`src/rtl/ble_pkg.sv`:
```
`default_nettype none
package ble_pkg;
	// Boot decision states
	typedef enum logic [2:0] {
		BLE_ST_RESET  = 3'h0,
		BLE_ST_SAMPLE = 3'h1,
		BLE_ST_DECIDE = 3'h3,
		BLE_ST_APP    = 3'h2,
		BLE_ST_LOCKED = 3'h6,
		BLE_ST_OPEN   = 3'h7
	} ble_state_e;

	// Loader entry cause codes
	typedef enum logic [1:0] {
		BLE_CAUSE_NONE  = 2'h0,
		BLE_CAUSE_PIN   = 2'h1,
		BLE_CAUSE_BLANK = 2'h2,
		BLE_CAUSE_SW    = 2'h3
	} ble_cause_e;

	localparam int          BLE_PW_BITS       = 256;
	localparam int          BLE_WORD_BITS     = 32;
	localparam int          BLE_PW_WORDS      = BLE_PW_BITS / BLE_WORD_BITS;
	localparam logic [31:0] BLE_BLANK_WORD    = 32'hffffffff;
	// Factory defaults: loader enabled, fast boot off, request level high
	localparam logic        BLE_RST_LDR_EN    = 1'b1;
	localparam logic        BLE_RST_FAST_BOOT = 1'b0;
	localparam logic        BLE_RST_REQ_LEVEL = 1'b1;

	// Non-volatile configuration as seen at boot
	typedef struct packed {
		logic loader_enable;
		logic fast_boot;
		logic request_level;
	} ble_cfg_s;

	// Boot outcome
	typedef struct packed {
		logic       boot_done;
		logic       run_app;
		logic       run_loader;
		ble_cause_e cause;
	} ble_status_s;
endpackage
`default_nettype wire

```
`src/rtl/ble_pw_store.sv`:
```
`default_nettype none
module ble_pw_store #(
	parameter int WORDS = 8,
	parameter int WIDTH = 32
) (
	// Clock and reset
	input  wire logic                     clk_i,
	input  wire logic                     reset_n_i,
	// Write port
	input  wire logic                     wr_en_i,
	input  wire logic [$clog2(WORDS)-1:0] wr_addr_i,
	input  wire logic [WIDTH-1:0]         wr_data_i,
	// Registered read port
	input  wire logic [$clog2(WORDS)-1:0] rd_addr_i,
	output logic      [WIDTH-1:0]         rd_data_o
);
	logic [WIDTH-1:0] mem_r [WORDS];
	logic [WIDTH-1:0] rd_data_r;

	always_ff @(posedge clk_i) begin
		if (wr_en_i) begin
			mem_r[wr_addr_i] <= wr_data_i;
		end
	end

	always_ff @(posedge clk_i or negedge reset_n_i) begin
		if (!reset_n_i) begin
			rd_data_r <= '0;
		end else begin
			rd_data_r <= mem_r[rd_addr_i];
		end
	end

	assign rd_data_o = rd_data_r;
endmodule
`default_nettype wire

```
`src/rtl/ble_boot_ctrl.sv`:
```
// Overview of operation
// - Enabled: sample request pin, enter on match
// - Fast boot skips the request pin check
// - Blank vector and stack force loader entry
// - Software reset with loader command enters
// - Refuse access until 256-bit password matches
// - Disable setting blocks every entry path
// - Factory default leaves the loader enabled
// - Link is UART or I2C, two signals
// - Request pin level set by config (default high), read at boot
// - External reset low reboots, re-checks request
// - UART receive input, transmit output
//
// Strobed register access and the register addresses are this design's own decisions.
`default_nettype none
module ble_boot_ctrl
	import ble_pkg::*;
#(
	parameter int PW_WORDS = ble_pkg::BLE_PW_WORDS
) (
	// Clock and reset
	input  wire logic                 clk_i,
	input  wire logic                 reset_n_i,
	input  wire logic                 ext_reset_n_i,
	// Boot inputs
	input  wire logic                 loader_request_pin_i,
	input  wire logic [31:0]          reset_vector_i,
	input  wire logic [31:0]          stack_pointer_i,
	input  wire logic                 cfg_valid_i,
	input  wire logic                 cfg_program_i,
	input  wire ble_pkg::ble_cfg_s    cfg_wdata_i,
	// Software reset request
	input  wire logic                 system_level_reset_i,
	input  wire logic                 loader_entry_cmd_i,
	// Password from host and reference
	input  wire logic                 pw_ref_wr_i,
	input  wire logic [2:0]           pw_ref_addr_i,
	input  wire logic [31:0]          pw_ref_data_i,
	input  wire logic                 pw_word_valid_i,
	input  wire logic [31:0]          pw_word_i,
	// Link selection and pins
	input  wire logic                 link_sel_i2c_i,
	input  wire logic                 loader_uart_rx_i,
	input  wire logic                 loader_tx_data_i,
	output logic                      loader_uart_tx_o,
	input  wire logic                 loader_i2c_clock_i,
	input  wire logic                 loader_i2c_data_i,
	output logic                      loader_i2c_data_o,
	output logic                      loader_i2c_data_oe_o,
	output logic                      link_rx_o,
	output logic                      link_clk_o,
	// Status
	output ble_pkg::ble_status_s      status_o,
	output logic                      access_granted_o,
	output logic                      boot_level_reset_o,
	output ble_pkg::ble_cfg_s         cfg_o
);
	import ble_pkg::*;

	//--------------------------------------------------
	// Configuration
	//--------------------------------------------------
	ble_cfg_s cfg_r, cfg_nxt;

	always_comb begin
		cfg_nxt = cfg_r;
		if (cfg_program_i && cfg_valid_i) begin
			cfg_nxt = cfg_wdata_i;
		end
	end

	// Config survives boot resets; only power-on reset loads defaults
	always_ff @(posedge clk_i or negedge reset_n_i) begin
		if (!reset_n_i) begin
			cfg_r <= '{loader_enable: BLE_RST_LDR_EN,
			           fast_boot:     BLE_RST_FAST_BOOT,
			           request_level: BLE_RST_REQ_LEVEL};
		end else begin
			cfg_r <= cfg_nxt;
		end
	end

	assign cfg_o = cfg_r;

	//--------------------------------------------------
	// Boot reset sources
	//--------------------------------------------------
	ble_state_e  state_r, state_nxt;
	logic sw_entry_r, sw_entry_nxt;
	logic reboot;

	// External reset low or software system reset restarts the boot
	assign reboot = !ext_reset_n_i || system_level_reset_i;
	assign boot_level_reset_o = !ext_reset_n_i;

	always_comb begin
		sw_entry_nxt = sw_entry_r;
		if (system_level_reset_i) begin
			sw_entry_nxt = loader_entry_cmd_i;
		end else if (state_r == BLE_ST_DECIDE) begin
			sw_entry_nxt = 1'b0;
		end
	end

	//--------------------------------------------------
	// Boot decision
	//--------------------------------------------------
	ble_cause_e  cause_r, cause_nxt;
	logic        req_hit_r, req_hit_nxt;
	logic        blank;
	logic        req_match;

	assign blank = (reset_vector_i == BLE_BLANK_WORD)
	            && (stack_pointer_i == BLE_BLANK_WORD);
	// Request pin compared with the configured active level
	assign req_match = (loader_request_pin_i == cfg_r.request_level);

	logic pw_ok;

	always_comb begin
		state_nxt   = state_r;
		cause_nxt   = cause_r;
		req_hit_nxt = req_hit_r;
		case (state_r)
			BLE_ST_RESET: begin
				cause_nxt   = BLE_CAUSE_NONE;
				req_hit_nxt = 1'b0;
				if (cfg_valid_i) begin
					state_nxt = BLE_ST_SAMPLE;
				end
			end
			BLE_ST_SAMPLE: begin
				req_hit_nxt = !cfg_r.fast_boot && req_match;
				state_nxt   = BLE_ST_DECIDE;
			end
			BLE_ST_DECIDE: begin
				if (!cfg_r.loader_enable) begin
					state_nxt = BLE_ST_APP;
				end else if (sw_entry_r) begin
					cause_nxt = BLE_CAUSE_SW;
					state_nxt = BLE_ST_LOCKED;
				end else if (req_hit_r) begin
					cause_nxt = BLE_CAUSE_PIN;
					state_nxt = BLE_ST_LOCKED;
				end else if (blank) begin
					cause_nxt = BLE_CAUSE_BLANK;
					state_nxt = BLE_ST_LOCKED;
				end else begin
					state_nxt = BLE_ST_APP;
				end
			end
			BLE_ST_LOCKED: begin
				if (pw_ok) begin
					state_nxt = BLE_ST_OPEN;
				end
			end
			BLE_ST_APP,
			BLE_ST_OPEN: begin
				state_nxt = state_r;
			end
			default: begin
				state_nxt = BLE_ST_RESET;
			end
		endcase
		if (reboot) begin
			state_nxt = BLE_ST_RESET;
		end
	end

	always_ff @(posedge clk_i or negedge reset_n_i) begin
		if (!reset_n_i) begin
			state_r    <= BLE_ST_RESET;
			cause_r    <= BLE_CAUSE_NONE;
			req_hit_r  <= 1'b0;
			sw_entry_r <= 1'b0;
		end else begin
			state_r    <= state_nxt;
			cause_r    <= cause_nxt;
			req_hit_r  <= req_hit_nxt;
			sw_entry_r <= sw_entry_nxt;
		end
	end

	//--------------------------------------------------
	// Password check
	//--------------------------------------------------
	logic [2:0]  pw_idx_r, pw_idx_nxt;
	logic        pw_bad_r, pw_bad_nxt;
	logic        pw_cmp_r, pw_cmp_nxt;
	logic [31:0] pw_hold_r, pw_hold_nxt;
	logic        pw_last_r, pw_last_nxt;
	logic        granted_r, granted_nxt;
	logic [31:0] ref_word;

	// Reference word is read one cycle late, so each host word is held for compare
	ble_pw_store #(
		.WORDS (PW_WORDS),
		.WIDTH (BLE_WORD_BITS)
	) u_pw_store (
		.clk_i     (clk_i),
		.reset_n_i (reset_n_i),
		.wr_en_i   (pw_ref_wr_i),
		.wr_addr_i (pw_ref_addr_i),
		.wr_data_i (pw_ref_data_i),
		.rd_addr_i (pw_idx_r),
		.rd_data_o (ref_word)
	);

	always_comb begin
		pw_idx_nxt  = pw_idx_r;
		pw_bad_nxt  = pw_bad_r;
		pw_cmp_nxt  = 1'b0;
		pw_hold_nxt = pw_hold_r;
		pw_last_nxt = pw_last_r;
		pw_ok       = 1'b0;
		if (pw_cmp_r) begin
			if (pw_last_r) begin
				pw_ok      = !pw_bad_r && (pw_hold_r == ref_word);
				pw_bad_nxt = 1'b0;
			end else begin
				pw_bad_nxt = pw_bad_r || (pw_hold_r != ref_word);
			end
			pw_idx_nxt = pw_last_r ? 3'h0 : pw_idx_r + 3'h1;
		end else if (pw_word_valid_i && state_r == BLE_ST_LOCKED) begin
			pw_hold_nxt = pw_word_i;
			pw_last_nxt = (pw_idx_r == 3'(PW_WORDS - 1));
			pw_cmp_nxt  = 1'b1;
		end
		if (state_r != BLE_ST_LOCKED) begin
			pw_idx_nxt = 3'h0;
			pw_bad_nxt = 1'b0;
			pw_cmp_nxt = 1'b0;
		end
		granted_nxt = (state_nxt == BLE_ST_OPEN);
	end

	always_ff @(posedge clk_i or negedge reset_n_i) begin
		if (!reset_n_i) begin
			pw_idx_r  <= 3'h0;
			pw_bad_r  <= 1'b0;
			pw_cmp_r  <= 1'b0;
			pw_hold_r <= 32'h0;
			pw_last_r <= 1'b0;
			granted_r <= 1'b0;
		end else begin
			pw_idx_r  <= pw_idx_nxt;
			pw_bad_r  <= pw_bad_nxt;
			pw_cmp_r  <= pw_cmp_nxt;
			pw_hold_r <= pw_hold_nxt;
			pw_last_r <= pw_last_nxt;
			granted_r <= granted_nxt;
		end
	end

	assign access_granted_o = granted_r;

	//--------------------------------------------------
	// Link pins
	//--------------------------------------------------
	logic loader_on;
	logic tx_r, tx_nxt;
	logic sda_oe_r, sda_oe_nxt;

	assign loader_on = (state_r == BLE_ST_LOCKED) || (state_r == BLE_ST_OPEN);

	always_comb begin
		// Idle line high for UART; I2C data only ever pulls low
		tx_nxt     = 1'b1;
		sda_oe_nxt = 1'b0;
		if (loader_on && !link_sel_i2c_i) begin
			tx_nxt = loader_tx_data_i;
		end
		if (loader_on && link_sel_i2c_i) begin
			sda_oe_nxt = !loader_tx_data_i;
		end
	end

	always_ff @(posedge clk_i or negedge reset_n_i) begin
		if (!reset_n_i) begin
			tx_r     <= 1'b1;
			sda_oe_r <= 1'b0;
		end else begin
			tx_r     <= tx_nxt;
			sda_oe_r <= sda_oe_nxt;
		end
	end

	assign loader_uart_tx_o     = tx_r;
	assign loader_i2c_data_o    = 1'b0;
	assign loader_i2c_data_oe_o = sda_oe_r;
	assign link_rx_o  = link_sel_i2c_i ? loader_i2c_data_i : loader_uart_rx_i;
	assign link_clk_o = link_sel_i2c_i ? loader_i2c_clock_i : 1'b0;

	//--------------------------------------------------
	// Status
	//--------------------------------------------------
	assign status_o = '{boot_done:  (state_r == BLE_ST_APP) || loader_on,
	                    run_app:    (state_r == BLE_ST_APP),
	                    run_loader: loader_on,
	                    cause:      cause_r};
endmodule
`default_nettype wire

```
`config.mk`:
```
export PLATFORM = sky130hd
export DESIGN_NAME = ble_boot_ctrl
export DESIGN_NICKNAME = d
export VERILOG_FILES = /design/src/rtl/ble_pkg.sv /design/src/rtl/ble_pw_store.sv /design/src/rtl/ble_boot_ctrl.sv
export SDC_FILE = /design/constraint.sdc
export NUM_CORES = 1
export LEC_CHECK = 0
export BUFFER_PORTS_ARGS = -buffer_cell sky130_fd_sc_hd__buf_4
export CAP_MARGIN = 5
export CORE_MARGIN = 2
export CORE_UTILIZATION = 58
export CTS_CLUSTER_DIAMETER = 80
export CTS_CLUSTER_SIZE = 24
export DETAILED_ROUTE_END_ITERATION = 6
export PLACE_DENSITY_LB_ADDON = 0.15
export SETUP_SLACK_MARGIN = 0.3
export SYNTH_ARGS = -nofsm -noshare
export SYNTH_HDL_FRONTEND = slang
export SYNTH_HIERARCHICAL = 1
export SYNTH_SLANG_ARGS = --single-unit
```
`constraint.sdc`:
```
create_clock -name clk_i -period 2.4 [get_ports clk_i]
set_clock_uncertainty 0.1 [all_clocks]
set_input_delay 0.12 -clock clk_i [delete_from_list [all_inputs] [get_ports clk_i]]
set_output_delay 0.12 -clock clk_i [all_outputs]
set_load 0.1 [all_outputs]
```
### After elaboration in Yosys (flattened, before gate mapping)

Memories as Yosys holds them, arrays and structs flattened. A register that Yosys moved wholly into a read port is not among the register bits.
Cells that the tools add are included.

* add/subtract/negate cells: 1
* eq/ne operators: 15
* mux-type cells: 33
* bitwise logic cells: 1
* reduce and logical (&&, ||, !) cells: 25

Operators with widths (number)
* 32-bit == test (second input constant): 2
* 32-bit == test: 1
* 32-bit inequality test: 1
* 3-bit two-way mux: 10
* 1-bit two-way mux: 16
* 3-bit one-hot mux with 5 select lines: 1
* 3-bit == test (second input constant): 4
* 2-bit two-way mux: 4
* 2-bit nonzero test: 4
* 1-bit logical AND: 7
* 3-bit by 2-bit == test with 1-bit output (second input constant): 2
* 1-bit logical NOT: 6
* 1-bit logical OR: 4
* 4-bit inequality test (second input constant): 1
* 2-bit one-hot mux with 2 select lines: 1
* 3-bit by 1-bit adder with 3-bit output (second input constant): 1
* 3-bit by 1-bit == test with 1-bit output (second input constant): 1
* 3-bit logical NOT: 1
* 3-bit inequality test (second input constant): 1
* 3-bit AND reduction: 1
* 2-bit inequality test (second input constant): 1
* 1-bit one-hot mux with 2 select lines: 1
* 2-bit AND reduction: 1
* 2-bit OR reduction: 1
* other kinds (2): 2

* register bits: 51
* RAM bits: 256
* memories: 1

Memories
* u_pw_store.mem_r: words 8, bits a word 32, read ports 1, clocked after memory_dff 1, write ports 1, RTL line ble_pw_store.sv:17 `logic [WIDTH-1:0] mem_r [WORDS];`

### Depth between registers and ports, before layout

Gate-level depths: netlist of the first run.

* depth after elaboration: 9
* mapped depth: 7

### By module

The synthesis of the first run kept the hierarchy.

Modules (own cells, without submodules)
* ble_pw_store: instances 1, cells each 415, area an instance 10626.4 um^2, seq. area each 8488.1 um^2
* ble_boot_ctrl: instances 1, cells each 219, area an instance 2770.2 um^2, seq. area each 1280.0 um^2

### Worst setup path before layout of the first run

No wires, ideal clock.

* path type: input to register
* start: input port pw_ref_addr_i[2]
* end: memory u_pw_store.mem_r[0][0] (enable)
* setup time: 0.461 ns
* arrival time: 2.506 ns
* required time: 1.839 ns
* slack: -0.667 ns
* stages on the path: 2
* cells stage by stage: nand2b_1 nor3_1

RTL lines
* start, declared: RTL line ble_boot_ctrl.sv:37 `input wire logic [2:0] pw_ref_addr_i,`
* end, declared: RTL line ble_pw_store.sv:17

No word-level cell before the write port.

### Worst setup path after layout of the first run

* start: register state_r[2]
* end: register pw_hold_r[9]

* cells in the longest elaborated chain, start to end: 3

Ends and longest elaborated chain
* start, declared: RTL line ble_boot_ctrl.sv:88 `ble_state_e state_r, state_nxt;`
* start signal, assigned: RTL line ble_boot_ctrl.sv:177 `state_r <= state_nxt;`
* 3-bit == test: RTL line ble_boot_ctrl.sv:224 `end else if (pw_word_valid_i && state_r == BLE_ST_LOCKED) begin`
* 1-bit logical AND: RTL line ble_boot_ctrl.sv:224
* 2-bit AND reduction (no source line)
* end signal, assigned: RTL line ble_boot_ctrl.sv:249 `pw_hold_r <= pw_hold_nxt;`
* end, declared: RTL line ble_boot_ctrl.sv:190 `logic [31:0] pw_hold_r, pw_hold_nxt;`

No other way between the ends.
A chain may end at the register's enable or synchronous reset.

==> results of run 1 <==
==> cells in the mapped netlist, types with 2 or more instances <==
library cell / count
edfxtp_1: 256
dfrtp_1: 80
mux4_1: 40
mux2_2: 36
xnor2_1: 31
mux2_4: 29
nand4_1: 26
mux4_2: 24
nor2_1: 15
buf_6: 9
buf_2: 7
inv_1: 6
a21oi_1: 5
nand2_1: 5
buf_1: 4
mux2_1: 4
nand2b_1: 4
nor3_1: 4
nor4_1: 4
and3_1: 3
buf_12: 3
buf_4: 3
dfstp_2: 3
nand3_1: 3
a22oi_1: 2
ha_1: 2
mux2i_1: 2
nor4_2: 2
o21ai_0: 2
o31ai_1: 2
xor2_1: 2
==> layout by cell type (no fill, tap or decap), types with 5 or more instances in the layout <==
cell type,count
edfxtp_1,256
buf_4,178
dlygate4sd3_1,78
dfrtp_1,77
mux4_1,40
mux2_2,36
xnor2_1,31
mux2_4,29
nand4_1,26
mux4_2,24
clkbuf_16,19
clkbuf_1,11
nor2_1,9
buf_12,8
nor2_2,7
inv_1,6
nand2_1,5
==> worst max-delay path, stage by stage, from the launching register on <==
cell     delay, ps
dfrtp_1        600
nand2_4        120
nor2_2         180
and3_4         220
buf_12         280
mux2_1         370
==> sequential cells by signal, summed over array words and instances (netlist names) <==
name	flops
u_pw_store/mem_r	256
pw_hold_r	32
u_pw_store/rd_data_o	32
cfg_o	3
pw_idx_r	3
state_r	3
cause_r	2
access_granted_o	1
loader_i2c_data_oe_o	1
loader_uart_tx_o	1
pw_bad_r	1
pw_cmp_r	1
pw_last_r	1
req_hit_r	1
sw_entry_r	1
==> area by class of cell <==
| cell class | instances | area, um^2 |
|---|---|---|
| inverters | 6 | 22.5 |
| clock buffers | 30 | 517 |
| repair buffers | 264 | 2280 |
| well taps | 285 | 357 |
| fillers | 1315 | 6250 |
| clock inverters | 2 | 25.0 |
| multi-input cells | 262 | 3410 |
| flip-flops and latches | 339 | 9770 |
==> power by group <==
part           total, mW  switching, mW  internal, mW
sequential          6.55         0.0568          6.50
combinational      0.723          0.365         0.359
clock               3.25           1.74          1.51
==> per-stage QoR <==
stage	hold WS (ps)	setup slack [ps]	instance area, um^2	total power [mW]	instances
global placement	36.7	395	15000	7.27	1072
finish	42.8	397	16400	10.5	1188
floorplan	-276	190	13400	6.91	634
global route	67.8	328	16400	10.9	1188
CTS	36.7	325	16300	10.6	1182
detailed placement	38.4	393	15000	7.30	1072
==> repair_timing <==
action	CTS	global route
setup buffers	0	6
resized for setup	0	1
hold endpoints to repair	378	0
hold buffers	78	0
endpoints found under the setup margin	0	4
==> final timing paths <==
check,end,slack (ps),depth (start not counted)
max,pw_hold_r[9],400,5
min,req_hit_r,40,2
max reg2reg,pw_hold_r[9],400,5
min reg2reg,pw_hold_r[11],410,1
max in group asynchronous,loader_uart_tx_o,1490,3
min in group clk_i,access_granted_o,70,5
==> per-layer routing <==
metal | global-route usage, % | vias up
li1 | - | 3078
met1 | 31.1 | 3581
met2 | 41.7 | 267
met3 | 3.53 | 50
met4 | 6.16 | 0
met5 | 0 | -
==> kinds of logic after synthesis <==
family                     after synthesis
DFF                                    339
other                                    1
and+or+nand+nor                         75
AOI/OAI and AO/OA                       16
adders and majority gates                2
xor gates and xnor gates                33
muxes                                  135
buffers and inverters                   33
==> flow_summary_export.csv, run 1 <==
group,metric,value,unit
outcome,outcome,"finished clean",
sta,rsz0062_at_grt,"no",
routing,routed.top_layer,"met4",
finish,n_antenna_cell,0,
clocking,clockBufferDepth,3,
critical_path,startpoint,"state_r[2]",
floorplan,start_util,59.2,%
yosys,synthAdderAreaFrac,0.187,%
power_and_ir_drop,leakagePower,5.95,nW
routing,firstDrtPassIters,4,
critical_path,crit_path_end_kind,"register",
critical_path,start_kind,"register",
power_and_ir_drop,vdd_ir_drop_max,590,uV
critical_path,r2r-start,"state_r[2]",
floorplan,rows,55,
global_routing,antenna_found_initial,0,
routing,routedWlPerCell,24.1,um
routing,detail_route.wirelength.met1,11500,um
routing,drc,0,
sta,setup_viol,0,
sta,relSlewSlack,58.4,%
global_routing,grt_max_degree,40,
clocking,clk_latency,510,ps
yosys,yosys-top-cells-area,"edfxtp_1 57%, dfrtp_1 15%, mux4_1 7.8%",
power_and_ir_drop,power.density,642,mW/mm^2
yosys,synth_edf_count,256,
run,maxCapViolations,0,
yosys,syn_area,0.0134,mm^2
global_routing,grtUsageTotal,23.6,%
finish,final_net_count,1042,
critical_path,critical_path_class,"reg2reg",
yosys,yosysSeqAreaShare,72.9,%
critical_path,cp_max_fo,34,
yosys,yosys.area.top_type,"edfxtp_1",
yosys,synthMuxAreaShare,18.6,%
place,hpwl,16700,um
routing,drt-vias-per-instance,5.87,
place,portBuffers,162,
yosys,synth-compound-area-share,0.859,%
finish,layout-drive-gt1-share,35.4,%
yosys,synth_flop_cell,"edfxtp_1",
routing,wirelength,28600,um
routing,wl_met2,14400,um
sta,tightest_slew,624,ps
clocking,htreeDepth,1,
sta,final-max-slew-violation-count,0,
routing,route.vias.total,6976,
critical_path,arrival,2300,ps
finish,postLayoutCoreUtil,72.4,%
global_routing,grt_pass1_wl,42200,um
global_routing,grt_pass1_vias,7361,
floorplan,die_x,156,um
routing,drt-initial-drc-count,525,
clocking,cts_sinks,339,
clocking,path_clk_slew,90,ps
yosys,synth_top_family_by_area,"multiplexers",
floorplan,ioPinCount,164,
clocking,cts_made_buffers,18,
routing,dr_wl_met3,1990,um
yosys,syn_nets,785,
worst_hold_path,hp-class,"in2async",
yosys,synthCells,634,
critical_path,crit_required,2700,ps
yosys,yosys_warnings,6,
routing,ant_nets,0,
floorplan,dieArea,0.0243,mm^2
yosys,synth_top_area_share,57.4,%
clocking,clock-root-buffer,"clkbuf_16",
yosys,async_reset_ff_share,24.5,%
sta,max_freq,499,MHz
sta,finalCritPeriodShare,83.4,%
finish,area_delta_synth_final,22.3,%
clocking,cts_tree,"done",
yosys,ys_ff_latch,339,
place,place_congestion,0.777,
sta,tns,0,ps
sta,layout_min_cycle_time,2000,ps
floorplan,coreArea,0.0226,mm^2
floorplan,die_y,156,um
yosys,yosysUniqueCellTypes,47,
yosys,yosys.area_share.simple,3.27,%
global_routing,overflow,0,
yosys,synthXorXnorAreaFrac,2.16,%
sta,final_hold_viol_count,0,
yosys,syn_avg_cell_area,21.1,um^2
(Power assumes the default switching activity.)
==> run 2: changes to the inputs <==
- CORE_UTILIZATION: 58 -> 52
- clock period: 2.4 -> 1.8 ns (I/O delays scaled with it)
==> run 2 against run 1 <==
Net effect:
- the flow now finishes with violations (negative setup slack)
- design area is 6.6% higher
- hold slack improved by 2.2 ps
- wire length increased by 7.4%
- sequential cell count is the same
- clock power increased by 35%
- critical path type unchanged
- critical endpoint is now state_r[0]
- largest cell class unchanged
- largest power group unchanged
- highest routed layer unchanged
==> flow_summary_export.csv, run 2 (synthesized netlist as in run 1, its figures left out) <==
group,metric,value,unit
sta,final-max-slew-violation-count,0,
finish,final_cells,1286,
sta,final.setup.worst_slack,-75.5,ps
outcome,violations,"negative setup slack",
critical_path,arrival,2200,ps
floorplan,start_util,53.0,%
critical_path,crit_path_end_kind,"register",
routing,drc,0,
critical_path,cp_common_cell,"nand4_1",
routing,dr_wl_met3,1680,um
floorplan,coreArea,0.0253,mm^2
finish,multiInputGateArea,0.00355,mm^2
sta,finalCritPeriodShare,104,%
finish,final_cell_mix,"256 x edfxtp_1, 178 x buf_4, 80 x dlygate4sd3_1",
global_routing,grtUsageTotal,22.9,%
sta,relSlewSlack,64.9,%
worst_hold_path,hp-class,"in2reg",
global_routing,antenna_found_initial,1,
floorplan,rows,58,
sta,whs,44.9,ps
critical_path,critical-path-slowest-cell,"dfrtp_1",
critical_path,critPathMaxStageDelay,410,ps
clocking,path_clk_slew,100,ps
routing,route.vias.total,7192,
finish,seqCellArea,0.00978,mm^2
sta,final_hold_viol_count,0,
routing,ant_nets,0,
outcome,outcome,"complete, but fails checks",
finish,top_register,"u_pw_store/mem_r",
floorplan,die_x,165,um
critical_path,reg2regPathDepth,5,
place,place_congestion,0.805,
critical_path,crit_family,"simple AND/OR/NAND/NOR gates",
routing,drt-vias-per-instance,5.59,
sta,tns,-321,ps
worst_hold_path,min_to,"u_pw_store/mem_r[0][2]",
global_routing,grt_max_degree,43,
worst_hold_path,holdCritStartpoint,"pw_ref_addr_i[1]",
critical_path,start_kind,"register",
sta,tightest_slew,526,ps
power_and_ir_drop,power.density,813,mW/mm^2
floorplan,die_y,165,um
finish,area_delta_synth_final,30.4,%
finish,fill_cells,1631,
floorplan,ioPinCount,164,
finish,layout-drive-gt1-share,45.3,%
routing,detail_route.wirelength.met1,12600,um
global_routing,overflow,0,
routing,routedWlPerCell,23.9,um
routing,wirelength,30800,um
critical_path,crit_chain,"xnor2_1 > nand4_1 > nor4_4 > nand4_1 > a221oi_2",
critical_path,crit_required,2130,ps
critical_path,critical_path_class,"reg2reg",
finish,final_common_cell,"edfxtp_1",
routing,wl_met2,15900,um
run,maxCapViolations,0,
critical_path,cp_num_buf_inv,0,
routing,drt-initial-drc-count,564,
global_routing,grt_pass1_wl,45300,um
clocking,cts_made_buffers,18,
clocking,cts_tree,"done",
critical_path,worst_r2r_endpoint,"state_r[0]",
power_and_ir_drop,vdd_ir_drop_max,670,uV
critical_path,cp_max_fo,2,
sta,setup_viol,15,
global_routing,grt_pass1_vias,7724,
place,dp.cells,1128,
clocking,clk_latency,510,ps
place,hpwl,17300,um
clocking,htreeDepth,1,
sta,max_freq,533,MHz
critical_path,r2r-start,"pw_hold_r[13]",
sta,layout_min_cycle_time,1880,ps
routing,firstDrtPassIters,5,
floorplan,dieArea,0.0271,mm^2
sta,rsz0062_at_grt,"yes",
finish,final_net_count,1094,
place,portBuffers,162,
power_and_ir_drop,leakagePower,6.34,nW
finish,largest_reg_flops,256,
clocking,clock-root-buffer,"clkbuf_16",
routing,routed.top_layer,"met4",
clocking,clockBufferDepth,3,
clocking,cts_sinks,339,
finish,postLayoutCoreUtil,69.2,%
critical_path,rrSetupSlack,-80,ps
worst_hold_path,holdPathStages,3,
[run 2: cell types whose count changed in the layout (fill, tap and decap cells not counted), sizes merged]
| cell | previous run | this run |
|---|---|---|
| diode | 0 | 1 |
| clkinv | 1 | 2 |
| buf | 186 | 235 |
| dlygate4sd3 | 78 | 80 |
[run 2: layout make-up]
type	instances	area share (%)
Inverter	6	0.215
Sequential cell	339	56.0
Clock inverter	3	0.158
Antenna cell	1	0.0143
Tap cell	330	2.36
Timing Repair Buffer	316	18.0
Clock buffer	29	2.99
Multi-Input combinational cell	262	20.3
[run 2: routing by layer]
layer / vias up / global-route usage [%]
met4: 0 / 4.86
li1: 3152 / -
met3: 45 / 2.49
met2: 265 / 41.4
met5: - / 0
met1: 3730 / 30.4
[run 2: worst reg2reg max path: stages, from the launching register on]
cell      delay, ps
dfrtp_1         410
xnor2_1         240
nand4_1         180
nor4_4          380
nand4_1         230
a221oi_2        270
[run 2: worst max-delay path by stage]
stage | end | startpoint | slack, ps | cells past startpoint
after floorplan | u_pw_store/rd_data_o[11] | pw_idx_r[0] | 80 | 4
after global routing | state_r[0] | u_pw_store/rd_data_o[24] | -180 | 6
after global placement | pw_bad_r | u_pw_store/rd_data_o[24] | -110 | 7
after detailed placement | access_granted_o | pw_hold_r[19] | -120 | 5
after CTS | state_r[0] | u_pw_store/rd_data_o[7] | -90 | 5
final | state_r[0] | pw_hold_r[13] | -80 | 5
[run 2: where the power goes]
| group | internal, mW | leakage (nW) | switching (mW) |
|---|---|---|---|
| Sequential | 8.66 | 3.39 | 0.0810 |
| Combinational | 0.551 | 2.68 | 0.524 |
| Clock | 2.04 | 0.267 | 2.34 |
[run 2: through the flow]
step	setup slack (ps)	total power [mW]	area, um^2
final	-75.5	14.2	17500
after global routing	-178	14.7	17500
after CTS	-93.3	14.3	17300
after detailed placement	-121	9.76	15300
after global placement	-112	9.72	15300
after floorplan	83.0	9.22	13500
[run 2: repair_timing]
item                                   in CTS  in global routing
gates resized for setup                   127                 22
pin swaps                                  19                 12
hold buffers                               80                  0
setup endpoints to repair                  77                102
setup buffers                              27                 11
endpoints found under the hold margin     382                  0
cloned                                      6                  1
==> run 3: changes to the inputs <==
- CTS_BUF_LIST: default -> sky130_fd_sc_hd__clkbuf_16
- SETUP_SLACK_MARGIN: 0.3 -> 0.2
==> run 3 against run 2 <==
Net effect:
- the flow still finishes with violations (negative setup slack)
- total power shrank 1.1%
- clock power decreased by 3%
- worst setup slack got worse by 8.3 ps
- critical path depth stayed put
- combinational power is essentially flat
- sequential share of layout area increased by 0.45 points
- die area did not move
- critical endpoint unchanged
- largest cell class unchanged
==> flow_summary_export.csv, run 3 (synthesized netlist as in run 1, its figures left out) <==
group,metric,value,unit
finish,layout-drive-gt1-share,44.6,%
finish,final_common_cell,"edfxtp_1",
global_routing,grtUsageMet2,42.0,%
routing,drc,0,
sta,finalCritPeriodShare,105,%
place,portBuffers,162,
floorplan,rows,58,
routing,wirelength,32000,um
routing,firstDrtPassIters,5,
global_routing,grtUsageTotal,23.2,%
worst_hold_path,holdPathStages,3,
finish,top_register,"u_pw_store/mem_r",
floorplan,coreArea,0.0253,mm^2
floorplan,die_y,165,um
global_routing,grt.busiest_layer,"met2",
floorplan,die_x,165,um
global_routing,grt_pass1_vias,7602,
finish,final_net_count,1077,
power_and_ir_drop,leakagePower,6.28,nW
sta,rsz0062_at_grt,"yes",
sta,max_freq,531,MHz
routing,routedWlPerCell,25.2,um
place,place_area,0.0153,mm^2
floorplan,start_util,53.0,%
routing,route.vias.total,7222,
clocking,cts_sinks,339,
global_routing,grt_use_met3,2.54,%
clocking,cts_made_buffers,18,
outcome,outcome,"complete, but fails checks",
sta,setup_viol,26,
clocking,clock-root-buffer,"clkbuf_16",
finish,area_delta_synth_final,29.4,%
critical_path,reg2regPathDepth,5,
routing,ant_nets,0,
sta,final.setup.worst_slack,-83.8,ps
place,place_congestion,0.764,
place,hpwl,17400,um
floorplan,dieArea,0.0271,mm^2
power_and_ir_drop,power.density,810,mW/mm^2
sta,tightest_slew,911,ps
clocking,clk_latency,520,ps
power_and_ir_drop,vdd_ir_drop_max,781,uV
clocking,htreeDepth,1,
global_routing,antenna_found_initial,0,
routing,drt-initial-drc-count,621,
sta,layout_min_cycle_time,1880,ps
sta,relSlewSlack,39.3,%
run,maxCapViolations,0,
global_routing,grt_pass1_wl,45500,um
critical_path,arrival,2210,ps
global_routing,overflow,0,
finish,final_cell_mix,"256 x edfxtp_1, 170 x buf_4, 77 x dfrtp_1, 77 x dlygate4sd3_1, 64 x mux4_2",
sta,final_hold_viol_count,0,
sta,final-max-slew-violation-count,0,
worst_hold_path,hp-class,"in2reg",
global_routing,grt_max_degree,45,
clocking,clockBufferDepth,3,
finish,n_antenna_cell,0,
critical_path,start_kind,"register",
critical_path,crit_required,2120,ps
routing,drt-vias-per-instance,5.70,
sta,tns,-1090,ps
critical_path,crit_path_end_kind,"register",
finish,largest_reg_flops,256,
clocking,path_clk_slew,90,ps
floorplan,ioPinCount,164,
outcome,violations,"negative setup slack",
critical_path,critical_path_class,"reg2reg",
global_routing,grt_util_met1,30.7,%
finish,finalInstanceArea,0.0173,mm^2
critical_path,cp_max_fo,2,
clocking,cts_tree,"done",
run 3: critical path, stage by stage, from the launching register on:
cell and delay, ps:
dfrtp_1 420, xnor2_2 210, nand4_1 210, nor4_2 360
nand4_1 240, a221oi_2 270
run 3: path summary, 6_finish.rpt:
path / startpoint / endpoint / slack [ps]
max in group asynchronous: reset_n_i / pw_idx_r[0] / 500
min in group asynchronous: reset_n_i / loader_uart_tx_o / 50
max: u_pw_store/rd_data_o[2] / state_r[0] / -80
min reg2reg: pw_hold_r[16] / pw_hold_r[16] / 440
max reg2reg: u_pw_store/rd_data_o[2] / state_r[0] / -80
min: pw_ref_addr_i[1] / u_pw_store/mem_r[0][20] / 30
run 3: final cells by class:
class | count | area, um^2
sequential | 339 | 9780
fill | 1627 | 7920
multi-input combinational | 262 | 3550
timing repair buffer | 299 | 3040
clock buffer | 18 | 450
tap | 330 | 413
clock inverter | 14 | 81.3
inverter | 6 | 30.0
run 3: per-stage QoR:
step / hold slack [ps] / setup WS (ps) / util [%] / cells / power [mW]
floorplan: -306 / 83.0 / - / 634 / 9.22
global placement: -94.7 / -176 / 60.4 / 1122 / 9.72
detailed placement: -88.5 / -171 / 60.4 / 1122 / 9.76
CTS: 4.77 / -67.4 / 67.7 / 1258 / 14.1
global route: 27.2 / -159 / 68.6 / 1268 / 14.5
finish: 25.7 / -83.8 / 68.6 / 1268 / 14.0
run 3: metal layers:
metal,up-vias,part of all wire (%)
met5,-,0
met4,0,1.7
met3,34,6.3
met2,297,52
met1,3776,40
li1,3115,-
run 3: what timing repair did:
item | 4_1_cts | 5_1_grt
setup buffers | 19 | 6
hold endpoints to repair | 382 | 0
endpoints found under the setup margin | 73 | 93
gates resized for setup | 96 | 36
pin swaps | 8 | 13
hold buffers | 78 | 0
gates cloned | 7 | 4
run 3: where the power goes:
group	internal (mW)	total [mW]	switching [mW]
Combinational	0.528	1.04	0.516
Clock	1.88	4.26	2.38
Sequential	8.66	8.75	0.0835
Total	11.1	14.0	2.98
